<file path="src/verilog/msd_defs.vh">
/*
  constants for the memory space decoder: address ranges, region
  codes, fill values and the flash page select bit.
  assumes it is included by bare name from verilog/ sources.
*/
//  Overview of operation
//  - register file is 4096 bytes, 12-bit addresses
//  - F00H-FFFH go to control registers, not RAM
//  - unassigned control locations read undefined; avoid writes
//  - RAM starts at 000H, sized 256 B to 1 KB
//  - gap above RAM reads undefined, writes ignored
//  - 64 KB program space, flash 1-8 KB low
//  - program reads beyond flash return FFH
//  - program writes beyond flash change nothing
//  - bottom: option, reset, watchdog, illegal-trap vectors
//  - interrupt vectors, reserved, oscillator-fail, code at 003E
//  - no data memory; data space maps nowhere
//  - page select bit 7 enables information area
//  - enabled: FE00H-FF7FH reads return information bytes
//  - information area is read-only through overlay
//  - FE40-FE53 hold 20-char identifier, FFH padded
//  - absent peripheral registers behave as reserved
`ifndef MSD_DEFS_VH
`define MSD_DEFS_VH

// ----------------------------------------------------------------
// register file
// ----------------------------------------------------------------
`define MSD_RF_AW        12
`define MSD_CTRL_BASE    12'hF00
`define MSD_FPS_ADDR     12'hFF9
`define MSD_FPS_INFO_BIT 7
`define MSD_RF_UNDEF     8'h00

// ----------------------------------------------------------------
// register file target codes
// ----------------------------------------------------------------
`define MSD_RT_NONE 2'h0
`define MSD_RT_RAM  2'h1
`define MSD_RT_CTRL 2'h2
`define MSD_RT_FPS  2'h3

// ----------------------------------------------------------------
// program space
// ----------------------------------------------------------------
`define MSD_PM_AW        16
`define MSD_INFO_BASE    16'hFE00
`define MSD_INFO_LAST    16'hFF7F
`define MSD_INFO_AW      7
`define MSD_PART_FIRST   7'h40
`define MSD_PART_CHARS   20
`define MSD_FILL_BYTE    8'hFF

// ----------------------------------------------------------------
// fixed vector layout, first address of each region
// ----------------------------------------------------------------
`define MSD_VEC_RESET    16'h0002
`define MSD_VEC_WATCHDOG 16'h0004
`define MSD_VEC_ILLEGAL  16'h0006
`define MSD_VEC_IRQ      16'h0008
`define MSD_VEC_RSVD     16'h0038
`define MSD_VEC_OSCFAIL  16'h003A
`define MSD_CODE_START   16'h003E

// ----------------------------------------------------------------
// program region codes
// ----------------------------------------------------------------
`define MSD_PR_OPTION   4'h0
`define MSD_PR_RESET    4'h1
`define MSD_PR_WATCHDOG 4'h2
`define MSD_PR_ILLEGAL  4'h3
`define MSD_PR_IRQ      4'h4
`define MSD_PR_RSVD     4'h5
`define MSD_PR_OSCFAIL  4'h6
`define MSD_PR_CODE     4'h7
`define MSD_PR_UNIMPL   4'h8
`define MSD_PR_INFO     4'h9

// ----------------------------------------------------------------
// program data source codes
// ----------------------------------------------------------------
`define MSD_PS_FLASH 2'h0
`define MSD_PS_INFO  2'h1
`define MSD_PS_FILL  2'h2

`endif

</file>
<file path="src/verilog/msd_info_rom.v">
/*
  read-only information area: 128 bytes, indexed by offset from
  the overlay base. calibration bytes read as fill; the identifier
  text sits at its fixed offset.
  assumes the index comes from a flip-flop in the parent.
*/
`timescale 1ns/1ns
`default_nettype none
`include "msd_defs.vh"

module msd_info_rom #(
  parameter [8*`MSD_PART_CHARS-1:0] PART_ID  = "GENERIC-MCU-8",  // arbitrary text
  parameter integer                 PART_LEN = 13                  // chars used in PART_ID
) (
  // index into the area
  input  wire [`MSD_INFO_AW-1:0] info_idx,
  // byte at that index
  output reg  [7:0]              info_data
);

  // ----------------------------------------------------------------
  // lookup
  // ----------------------------------------------------------------
  reg [`MSD_INFO_AW-1:0] pos;  // position inside identifier

  // identifier left aligned, tail padded with fill
  always @* begin
    pos       = info_idx - `MSD_PART_FIRST;
    info_data = `MSD_FILL_BYTE;
    if (info_idx >= `MSD_PART_FIRST &&
        pos < `MSD_PART_CHARS && pos < PART_LEN) begin
      // string literal is right aligned, so count from its top char
      info_data = PART_ID[8*(PART_LEN-1-pos) +: 8];
    end
  end

endmodule
`default_nettype wire

</file>
<file path="src/verilog/msd_decoder.v">
/*
  memory space decoder: steers register file, program and data
  accesses of the core to RAM, control registers, flash or the
  information overlay, and supplies fill values elsewhere.
  assumes targets return read data combinationally from the
  registered address they are given, one cycle before capture.
*/
`timescale 1ns/1ns
`default_nettype none
`include "msd_defs.vh"

module msd_decoder #(
  parameter integer RAM_BYTES   = 1024,  // 256 to 1024
  parameter integer RAM_AW      = 10,    // ram index width
  parameter integer FLASH_BYTES = 8192,  // 1024 to 8192
  parameter integer FLASH_AW    = 13     // flash index width
) (
  // clock and reset
  input  wire                    clk_sys,
  input  wire                    rst_n,
  // register file request from core
  input  wire [`MSD_RF_AW-1:0]   rf_addr,
  input  wire                    rf_rd,
  input  wire                    rf_wr,
  input  wire [7:0]              rf_wdata,
  // register file answer
  output reg  [7:0]              rf_rdata,
  output reg                     rf_valid,
  // ram target
  output reg  [RAM_AW-1:0]       ram_addr,
  output reg                     ram_re,
  output reg                     ram_we,
  output reg  [7:0]              ram_wdata,
  input  wire [7:0]              ram_rdata,
  // control register target
  output reg  [7:0]              ctrl_addr,
  output reg                     ctrl_re,
  output reg                     ctrl_we,
  output reg  [7:0]              ctrl_wdata,
  input  wire                    ctrl_claim,
  input  wire [7:0]              ctrl_rdata,
  // program request from core
  input  wire [`MSD_PM_AW-1:0]   pm_addr,
  input  wire                    pm_rd,
  input  wire                    pm_wr,
  input  wire [7:0]              pm_wdata,
  // program answer
  output reg  [7:0]              pm_rdata,
  output reg                     pm_valid,
  output reg  [3:0]              pm_region,
  // flash target
  output reg  [FLASH_AW-1:0]     flash_addr,
  output reg                     flash_re,
  output reg                     flash_we,
  output reg  [7:0]              flash_wdata,
  input  wire [7:0]              flash_rdata,
  // data space request and answer
  input  wire                    dm_rd,
  input  wire                    dm_wr,
  output reg  [7:0]              dm_rdata,
  output reg                     dm_valid,
  // overlay state
  output reg                     info_en
);

  // ----------------------------------------------------------------
  // decode functions
  // ----------------------------------------------------------------
  // register file target for an address
  function [1:0] rf_class;
    input [`MSD_RF_AW-1:0] a;
    begin
      if (a == `MSD_FPS_ADDR) begin
        rf_class = `MSD_RT_FPS;
      end else if (a >= `MSD_CTRL_BASE) begin
        rf_class = `MSD_RT_CTRL;  // top 256 bytes
      end else if (a < RAM_BYTES) begin
        rf_class = `MSD_RT_RAM;   // ram from 000H up
      end else begin
        rf_class = `MSD_RT_NONE;  // gap above ram
      end
    end
  endfunction

  // overlay window test, used for reads and writes
  function in_info;
    input [`MSD_PM_AW-1:0] a;
    begin
      in_info = (a >= `MSD_INFO_BASE) && (a <= `MSD_INFO_LAST);
    end
  endfunction

  // program region of an address
  function [3:0] pm_class;
    input [`MSD_PM_AW-1:0] a;
    input                  ovl;
    begin
      if (ovl && in_info(a)) begin
        pm_class = `MSD_PR_INFO;
      end else if (a >= FLASH_BYTES) begin
        pm_class = `MSD_PR_UNIMPL;     // past last flash byte
      end else if (a < `MSD_VEC_RESET) begin
        pm_class = `MSD_PR_OPTION;
      end else if (a < `MSD_VEC_WATCHDOG) begin
        pm_class = `MSD_PR_RESET;
      end else if (a < `MSD_VEC_ILLEGAL) begin
        pm_class = `MSD_PR_WATCHDOG;
      end else if (a < `MSD_VEC_IRQ) begin
        pm_class = `MSD_PR_ILLEGAL;
      end else if (a < `MSD_VEC_RSVD) begin
        pm_class = `MSD_PR_IRQ;
      end else if (a < `MSD_VEC_OSCFAIL) begin
        pm_class = `MSD_PR_RSVD;
      end else if (a < `MSD_CODE_START) begin
        pm_class = `MSD_PR_OSCFAIL;
      end else begin
        pm_class = `MSD_PR_CODE;
      end
    end
  endfunction

  // ----------------------------------------------------------------
  // internal state
  // ----------------------------------------------------------------
  reg [1:0]              rf_tgt;    // target of pending rf read
  reg                    rf_pend;   // rf read awaiting capture
  reg                    ctrl_own;  // pending ctrl read was claimed
  reg [1:0]              pm_src;    // source of pending pm read
  reg                    pm_pend;   // pm read awaiting capture
  reg [`MSD_INFO_AW-1:0] info_idx;  // overlay byte index
  reg                    dm_pend;   // data read awaiting answer
  wire [7:0]             info_data; // overlay byte
  wire [1:0]             next_rf_tgt;
  wire [3:0]             next_region;

  assign next_rf_tgt = rf_class(rf_addr);
  assign next_region = pm_class(pm_addr, info_en);

  // ----------------------------------------------------------------
  // information area
  // ----------------------------------------------------------------
  msd_info_rom u_info (
    .info_idx  (info_idx),
    .info_data (info_data)
  );

  // ----------------------------------------------------------------
  // register file stage: steer strobes to the target
  // ----------------------------------------------------------------
  // only 12 address bits exist, so nothing outside 4096 bytes
  always @(posedge clk_sys) begin
    if (!rst_n) begin
      ram_addr   <= {RAM_AW{1'b0}};
      ram_re     <= 1'b0;
      ram_we     <= 1'b0;
      ram_wdata  <= 8'h00;
      ctrl_addr  <= 8'h00;
      ctrl_re    <= 1'b0;
      ctrl_we    <= 1'b0;
      ctrl_wdata <= 8'h00;
      rf_tgt     <= `MSD_RT_NONE;
      rf_pend    <= 1'b0;
      info_en    <= 1'b0;  // normal flash visible after reset
    end else begin
      ram_addr   <= rf_addr[RAM_AW-1:0];
      ram_wdata  <= rf_wdata;
      ctrl_addr  <= rf_addr[7:0];
      ctrl_wdata <= rf_wdata;
      // ram strobes only inside implemented ram
      ram_re     <= rf_rd && (next_rf_tgt == `MSD_RT_RAM);
      ram_we     <= rf_wr && (next_rf_tgt == `MSD_RT_RAM);
      // writes in the gap reach no target at all
      ctrl_re    <= rf_rd && (next_rf_tgt == `MSD_RT_CTRL);
      ctrl_we    <= rf_wr && (next_rf_tgt == `MSD_RT_CTRL);
      rf_tgt     <= next_rf_tgt;
      rf_pend    <= rf_rd;
      // page select held here; only bit 7 matters to this block
      if (rf_wr && next_rf_tgt == `MSD_RT_FPS) begin
        info_en <= rf_wdata[`MSD_FPS_INFO_BIT];
      end
    end
  end

  // ----------------------------------------------------------------
  // register file answer
  // ----------------------------------------------------------------
  // ctrl_claim is sampled against the registered ctrl_addr
  always @* begin
    ctrl_own = ctrl_claim;
  end

  always @(posedge clk_sys) begin
    if (!rst_n) begin
      rf_rdata <= 8'h00;
      rf_valid <= 1'b0;
    end else begin
      rf_valid <= rf_pend;
      if (rf_tgt == `MSD_RT_RAM) begin
        rf_rdata <= ram_rdata;
      end else if (rf_tgt == `MSD_RT_FPS) begin
        rf_rdata <= {info_en, 7'h00};
      end else if (rf_tgt == `MSD_RT_CTRL && ctrl_own) begin
        rf_rdata <= ctrl_rdata;
      end else begin
        // unassigned or absent register: no meaningful value
        rf_rdata <= `MSD_RF_UNDEF;
      end
    end
  end

  // ----------------------------------------------------------------
  // program stage: flash strobes and overlay select
  // ----------------------------------------------------------------
  always @(posedge clk_sys) begin
    if (!rst_n) begin
      flash_addr  <= {FLASH_AW{1'b0}};
      flash_re    <= 1'b0;
      flash_we    <= 1'b0;
      flash_wdata <= 8'h00;
      pm_src      <= `MSD_PS_FILL;
      pm_pend     <= 1'b0;
      pm_region   <= `MSD_PR_OPTION;
      info_idx    <= {`MSD_INFO_AW{1'b0}};
    end else begin
      flash_addr  <= pm_addr[FLASH_AW-1:0];
      flash_wdata <= pm_wdata;
      info_idx    <= pm_addr[`MSD_INFO_AW-1:0];
      pm_pend     <= pm_rd;
      if (pm_rd || pm_wr) begin
        pm_region <= next_region;
      end
      // 16-bit address covers the 64 KB space
      flash_re <= pm_rd && (next_region != `MSD_PR_UNIMPL) &&
                  (next_region != `MSD_PR_INFO);
      // overlay and unimplemented writes are dropped
      flash_we <= pm_wr && (next_region != `MSD_PR_UNIMPL) &&
                  !(info_en && in_info(pm_addr));
      if (next_region == `MSD_PR_INFO) begin
        pm_src <= `MSD_PS_INFO;
      end else if (next_region == `MSD_PR_UNIMPL) begin
        pm_src <= `MSD_PS_FILL;
      end else begin
        pm_src <= `MSD_PS_FLASH;
      end
    end
  end

  // ----------------------------------------------------------------
  // program answer
  // ----------------------------------------------------------------
  always @(posedge clk_sys) begin
    if (!rst_n) begin
      pm_rdata <= 8'h00;
      pm_valid <= 1'b0;
    end else begin
      pm_valid <= pm_pend;
      if (pm_src == `MSD_PS_INFO) begin
        pm_rdata <= info_data;
      end else if (pm_src == `MSD_PS_FLASH) begin
        pm_rdata <= flash_rdata;
      end else begin
        pm_rdata <= `MSD_FILL_BYTE;
      end
    end
  end

  // ----------------------------------------------------------------
  // data space: nothing behind it
  // ----------------------------------------------------------------
  // same two-cycle latency as the other spaces keeps the core simple
  always @(posedge clk_sys) begin
    if (!rst_n) begin
      dm_pend  <= 1'b0;
      dm_valid <= 1'b0;
      dm_rdata <= 8'h00;
    end else begin
      dm_pend  <= dm_rd;
      dm_valid <= dm_pend;
      dm_rdata <= `MSD_FILL_BYTE;
    end
  end

endmodule
`default_nettype wire

</file>
<file path="config.mk">
export PLATFORM = sky130hd
export DESIGN_NAME = msd_decoder
export DESIGN_NICKNAME = d
export VERILOG_FILES = /design/src/verilog/msd_info_rom.v /design/src/verilog/msd_decoder.v
export VERILOG_INCLUDE_DIRS = /design/src /design/src/verilog
export SDC_FILE = /design/constraint.sdc
export NUM_CORES = 1
export LEC_CHECK = 0
export ABC_CLOCK_PERIOD_IN_PS = 2100
export BUFFER_PORTS_ARGS = -buffer_cell sky130_fd_sc_hd__buf_2
export CAP_MARGIN = 20
export CORE_MARGIN = 10
export CORE_UTILIZATION = 40
export CTS_CLUSTER_DIAMETER = 120
export DETAILED_ROUTE_END_ITERATION = 8
export GPL_TIMING_DRIVEN = 0
export PLACE_DENSITY = 0.74
export SYNTH_ARGS = -nofsm -noshare
export SYNTH_HDL_FRONTEND = slang
export SYNTH_SLANG_ARGS = --single-unit
</file>
<file path="constraint.sdc">
create_clock -name clk_sys -period 2.1 [get_ports clk_sys]
set_input_delay 0.21 -clock clk_sys [delete_from_list [all_inputs] [get_ports clk_sys]]
set_output_delay 0.21 -clock clk_sys [all_outputs]
set_load 0.005 [all_outputs]
</file>
==> results.py <==
metrics = {
    "run_status": {
        "run_status": "complete, no violations",
    },
    "pwr": {
        "power.density_nw_per_um2": 736.8,
        "clkPwrFrac_pct": 37.3,
        "max-vdd-ir-drop_mv": 0.3800,
        "intPower_mw": 2.458,
        "p_leak_nw": 2.108,
        "pwr-share-seq_pct": 48.5,
        "p_switching_mw": 0.7416,
        "power.share.switching_pct": 23.17,
        "combinationalPowerShare_pct": 14.2,
    },
    "route": {
        "drt-total-wl_um": 9359,
        "drc": 0,
        "ant_nets": 0,
        "wl_met2_um": 4465,
        "wirelength_met1_um": 3813,
        "detail_route.vias_per_cell": 4.762,
        "wl_met3_um": 983,
        "wl_per_cell_um": 15.17,
        "drt_first_iter_violations": 80,
        "vias": 2938,
        "first_pass_iters": 4,
        "dr.max_layer_used": "met4",
    },
    "critical_path": {
        "critPathBufInv": 4,
        "worstPathMaxFanout": 10,
        "rrSetupSlack_ps": 100,
        "slowest_delay_ps": 360,
        "rr_startpoint": "flash_addr[1]",
        "worst-endpoint-required_ps": 2320,
        "critPathKind": "reg -> reg",
        "r2r_cells": 9,
        "critPathCaptureType": "flip-flop",
        "start_kind": "flip-flop",
        "crit_chain": "buf_6 -> inv_4 -> ha_4 -> buf_6 -> inv_1 -> o32a_1 -> o221a_1 -> o211a_1 -> o221a_1",
        "arrival_ps": 2220,
        "crit_slowest_cell": "dfxtp_4",
        "worstReg2RegEnd": "pm_rdata[6]",
        "crit_family": "compound AO/OA/AOI/OAI gates",
    },
    "global_route": {
        "antenna_found_initial": 0,
        "grt_overflow": 0,
        "grt_usage_pct": 15.36,
        "grt_pass1_wl_um": 14390,
        "grt_pass1_vias": 2935,
        "grt_max_degree": 13,
    },
    "yosys": {
        "synth_cells": 329,
        "syn_avg_cell_area_um2": 9.432,
        "netlist_area_um2": 3103,
        "yosysSeqAreaShare_pct": 49.68,
        "synth-seq-cells": 77,
        "synth.distinct_cells": 50,
        "yosysWarningCount": 0,
        "synth_nets": 407,
        "synth_edf_count": 0,
        "dominantRegCellSynth": "dfxtp_1",
        "synth-async-reset-ratio_pct": 0,
    },
    "final_layout": {
        "drive_gt1_share_pct": 43.69,
        "final_common_cell": "buf_2",
        "multi_input_area_um2": 1281,
        "nets": 589,
        "n_fill_cell": 700,
        "antenna_cells": 0,
        "final_cell_mix": "buf_2 (172), dfxtp_1 (76), and2_1 (48)",
        "area_growth_pct": 39.96,
        "fin_util_pct": 56.79,
        "finalInstanceArea_um2": 4343,
        "seq_area_um2": 1545,
    },
    "place": {
        "placed_area_um2": 4071,
        "gp_congestion": 0.8520,
        "port_buffers": 168,
        "hpwl_um": 7563,
    },
    "floorplanning": {
        "core.rowCount": 32,
        "die_w_um": 108.1,
        "core_area_um2": 7647,
        "initial_utilization_pct": 40.58,
        "die_y_um": 108.1,
        "die-area_um2": 11680,
        "io_pins": 170,
    },
    "timing": {
        "fin_crit_sh_pct": 95.21,
        "hold_violations": 0,
        "timing.setup.tns_ps": 0,
        "period_needed_ps": 1999,
        "rsz0062_at_grt": "no",
        "worst_slew_pin_slew_ps": 576.9,
        "finClkSkew_ps": 10.10,
        "relSlewSlack_pct": 61.54,
        "setup_viol": 0,
        "slew_viol_final": 0,
        "max_freq_ghz": 0.5001,
    },
    "clock_network": {
        "clockRootBuffer": "clkbuf_8",
        "htreeDepth": 3,
        "clock_sinks": 77,
        "cts_made_buffers": 9,
        "clk_latency_ps": 330,
        "clk_path_buf_depth": 2,
        "clk_pin_slew_worst_paths_ps": 80,
        "cts_tree": "built",
    },
    "worst_hold_path": {
        "hold-path-cell-count": 2,
        "hold_path_class": "in -> reg",
        "hp-start": "pm_addr[0]",
        "min_to": "flash_addr[0]",
    },
    "flow_run": {
        "drv_cap": 0,
    },
}
state kept, by name (all words and copies together), names as in the netlist, 4 cells and up:
| signal | flops |
|---|---|
| pm_region | 4 |
| pm_rdata | 8 |
| rf_rdata | 8 |
| ram_addr | 10 |
| flash_addr | 13 |
| ctrl_wdata | 8 |
| flash_wdata | 8 |
metrics by stage:
stage	setup WS (ps)	instances	power [mW]	hold WS (ps)
final	100.6	617	3.200	76.56
after detailed placement	-212.3	599	2.031	329.2
after floorplan	114.1	329	1.812	237.7
after CTS	3.417	615	3.239	52.90
after global routing	24.52	617	3.380	52.66
after global placement	-145.8	599	2.020	326.5
area by class of cell:
cell class / instances / area share (%)
sequential: 77 / 35.58
clock inverter: 4 / 1.671
multi-input combinational: 202 / 29.50
buffer: 43 / 6.453
inverter: 7 / 0.6626
timing repair buffer: 171 / 19.94
clock buffer: 11 / 3.256
tap: 102 / 2.939
worst max path at each step:
| stage | from | endpoint | slack, ps | cells after the start |
|---|---|---|---|---|
| after detailed placement | flash_addr[1] | pm_rdata[2] | -210 | 9 |
| final | flash_addr[1] | pm_rdata[6] | 100 | 9 |
| after global routing | flash_addr[1] | pm_rdata[6] | 20 | 9 |
| after CTS | flash_addr[1] | pm_rdata[6] | 3 | 9 |
| after floorplan | flash_addr[1] | pm_rdata[6] | 110 | 9 |
| after global placement | flash_addr[1] | pm_rdata[2] | -150 | 9 |
power groups by stage:
stage,sequential [mW],combinational (mW),clock (mW)
floorplan,1.59,0.218,0
CTS,1.55,0.450,1.23
detailed placement,1.59,0.443,0
global route,1.56,0.509,1.31
global placement,1.58,0.435,0
finish,1.55,0.455,1.19
what timing repair did:
action	4_1_cts	5_1_grt
hold endpoints to repair	1	0
hold buffers	1	0
buffers inserted	0	2
gates cloned	0	0
resized for setup	7	5
pin swaps	0	1
setup endpoints to repair	6	6
cells by family (layout without fill, tap and decap cells):
| kind of cell | Yosys count | after routing | synth area share, % |
|---|---|---|---|
| AND/OR/NAND/NOR | 132 | 132 | 24.92 |
| flip-flops | 77 | 77 | 49.68 |
| AO/OA/AOI/OAI | 61 | 61 | 13.15 |
| buffers and inverters | 50 | 236 | 9.435 |
| XOR/XNOR | 5 | 5 | 1.411 |
| multiplexers | 3 | 3 | 1.008 |
| adder cells (fa/ha/maj) | 1 | 1 | 0.4032 |
cell usage after synthesis (2+ instances only):
cell | count | area share, %
dfxtp_1 | 77 | 50
and2_1 | 48 | 9.7
buf_4 | 24 | 5.8
nand2_1 | 15 | 1.8
nor2_1 | 15 | 1.8
o21ai_0 | 15 | 2.4
a21oi_1 | 13 | 2.1
nor2b_1 | 13 | 2.6
clkbuf_1 | 12 | 1.5
nor3_1 | 9 | 1.5
a22oi_1 | 7 | 1.7
inv_1 | 7 | 0.85
nand3_1 | 7 | 1.1
buf_2 | 6 | 0.97
nand4_1 | 6 | 1.2
xnor2_1 | 5 | 1.4
a31oi_1 | 4 | 0.81
o31ai_1 | 4 | 0.97
nand4bb_1 | 3 | 1.1
a211oi_1 | 2 | 0.48
and3_1 | 2 | 0.40
mux2i_1 | 2 | 0.65
nand2b_1 | 2 | 0.40
nor3b_1 | 2 | 0.48
o221a_1 | 2 | 0.73
o221ai_1 | 2 | 0.56
or3_1 | 2 | 0.40
metal layers:
layer | track usage, % | vias up
met5 | 0 | -
met4 | 5.439 | 0
met3 | 6.306 | 9
met2 | 25.39 | 136
met1 | 17.48 | 1324
li1 | - | 1469
(Power assumes the default switching activity.)
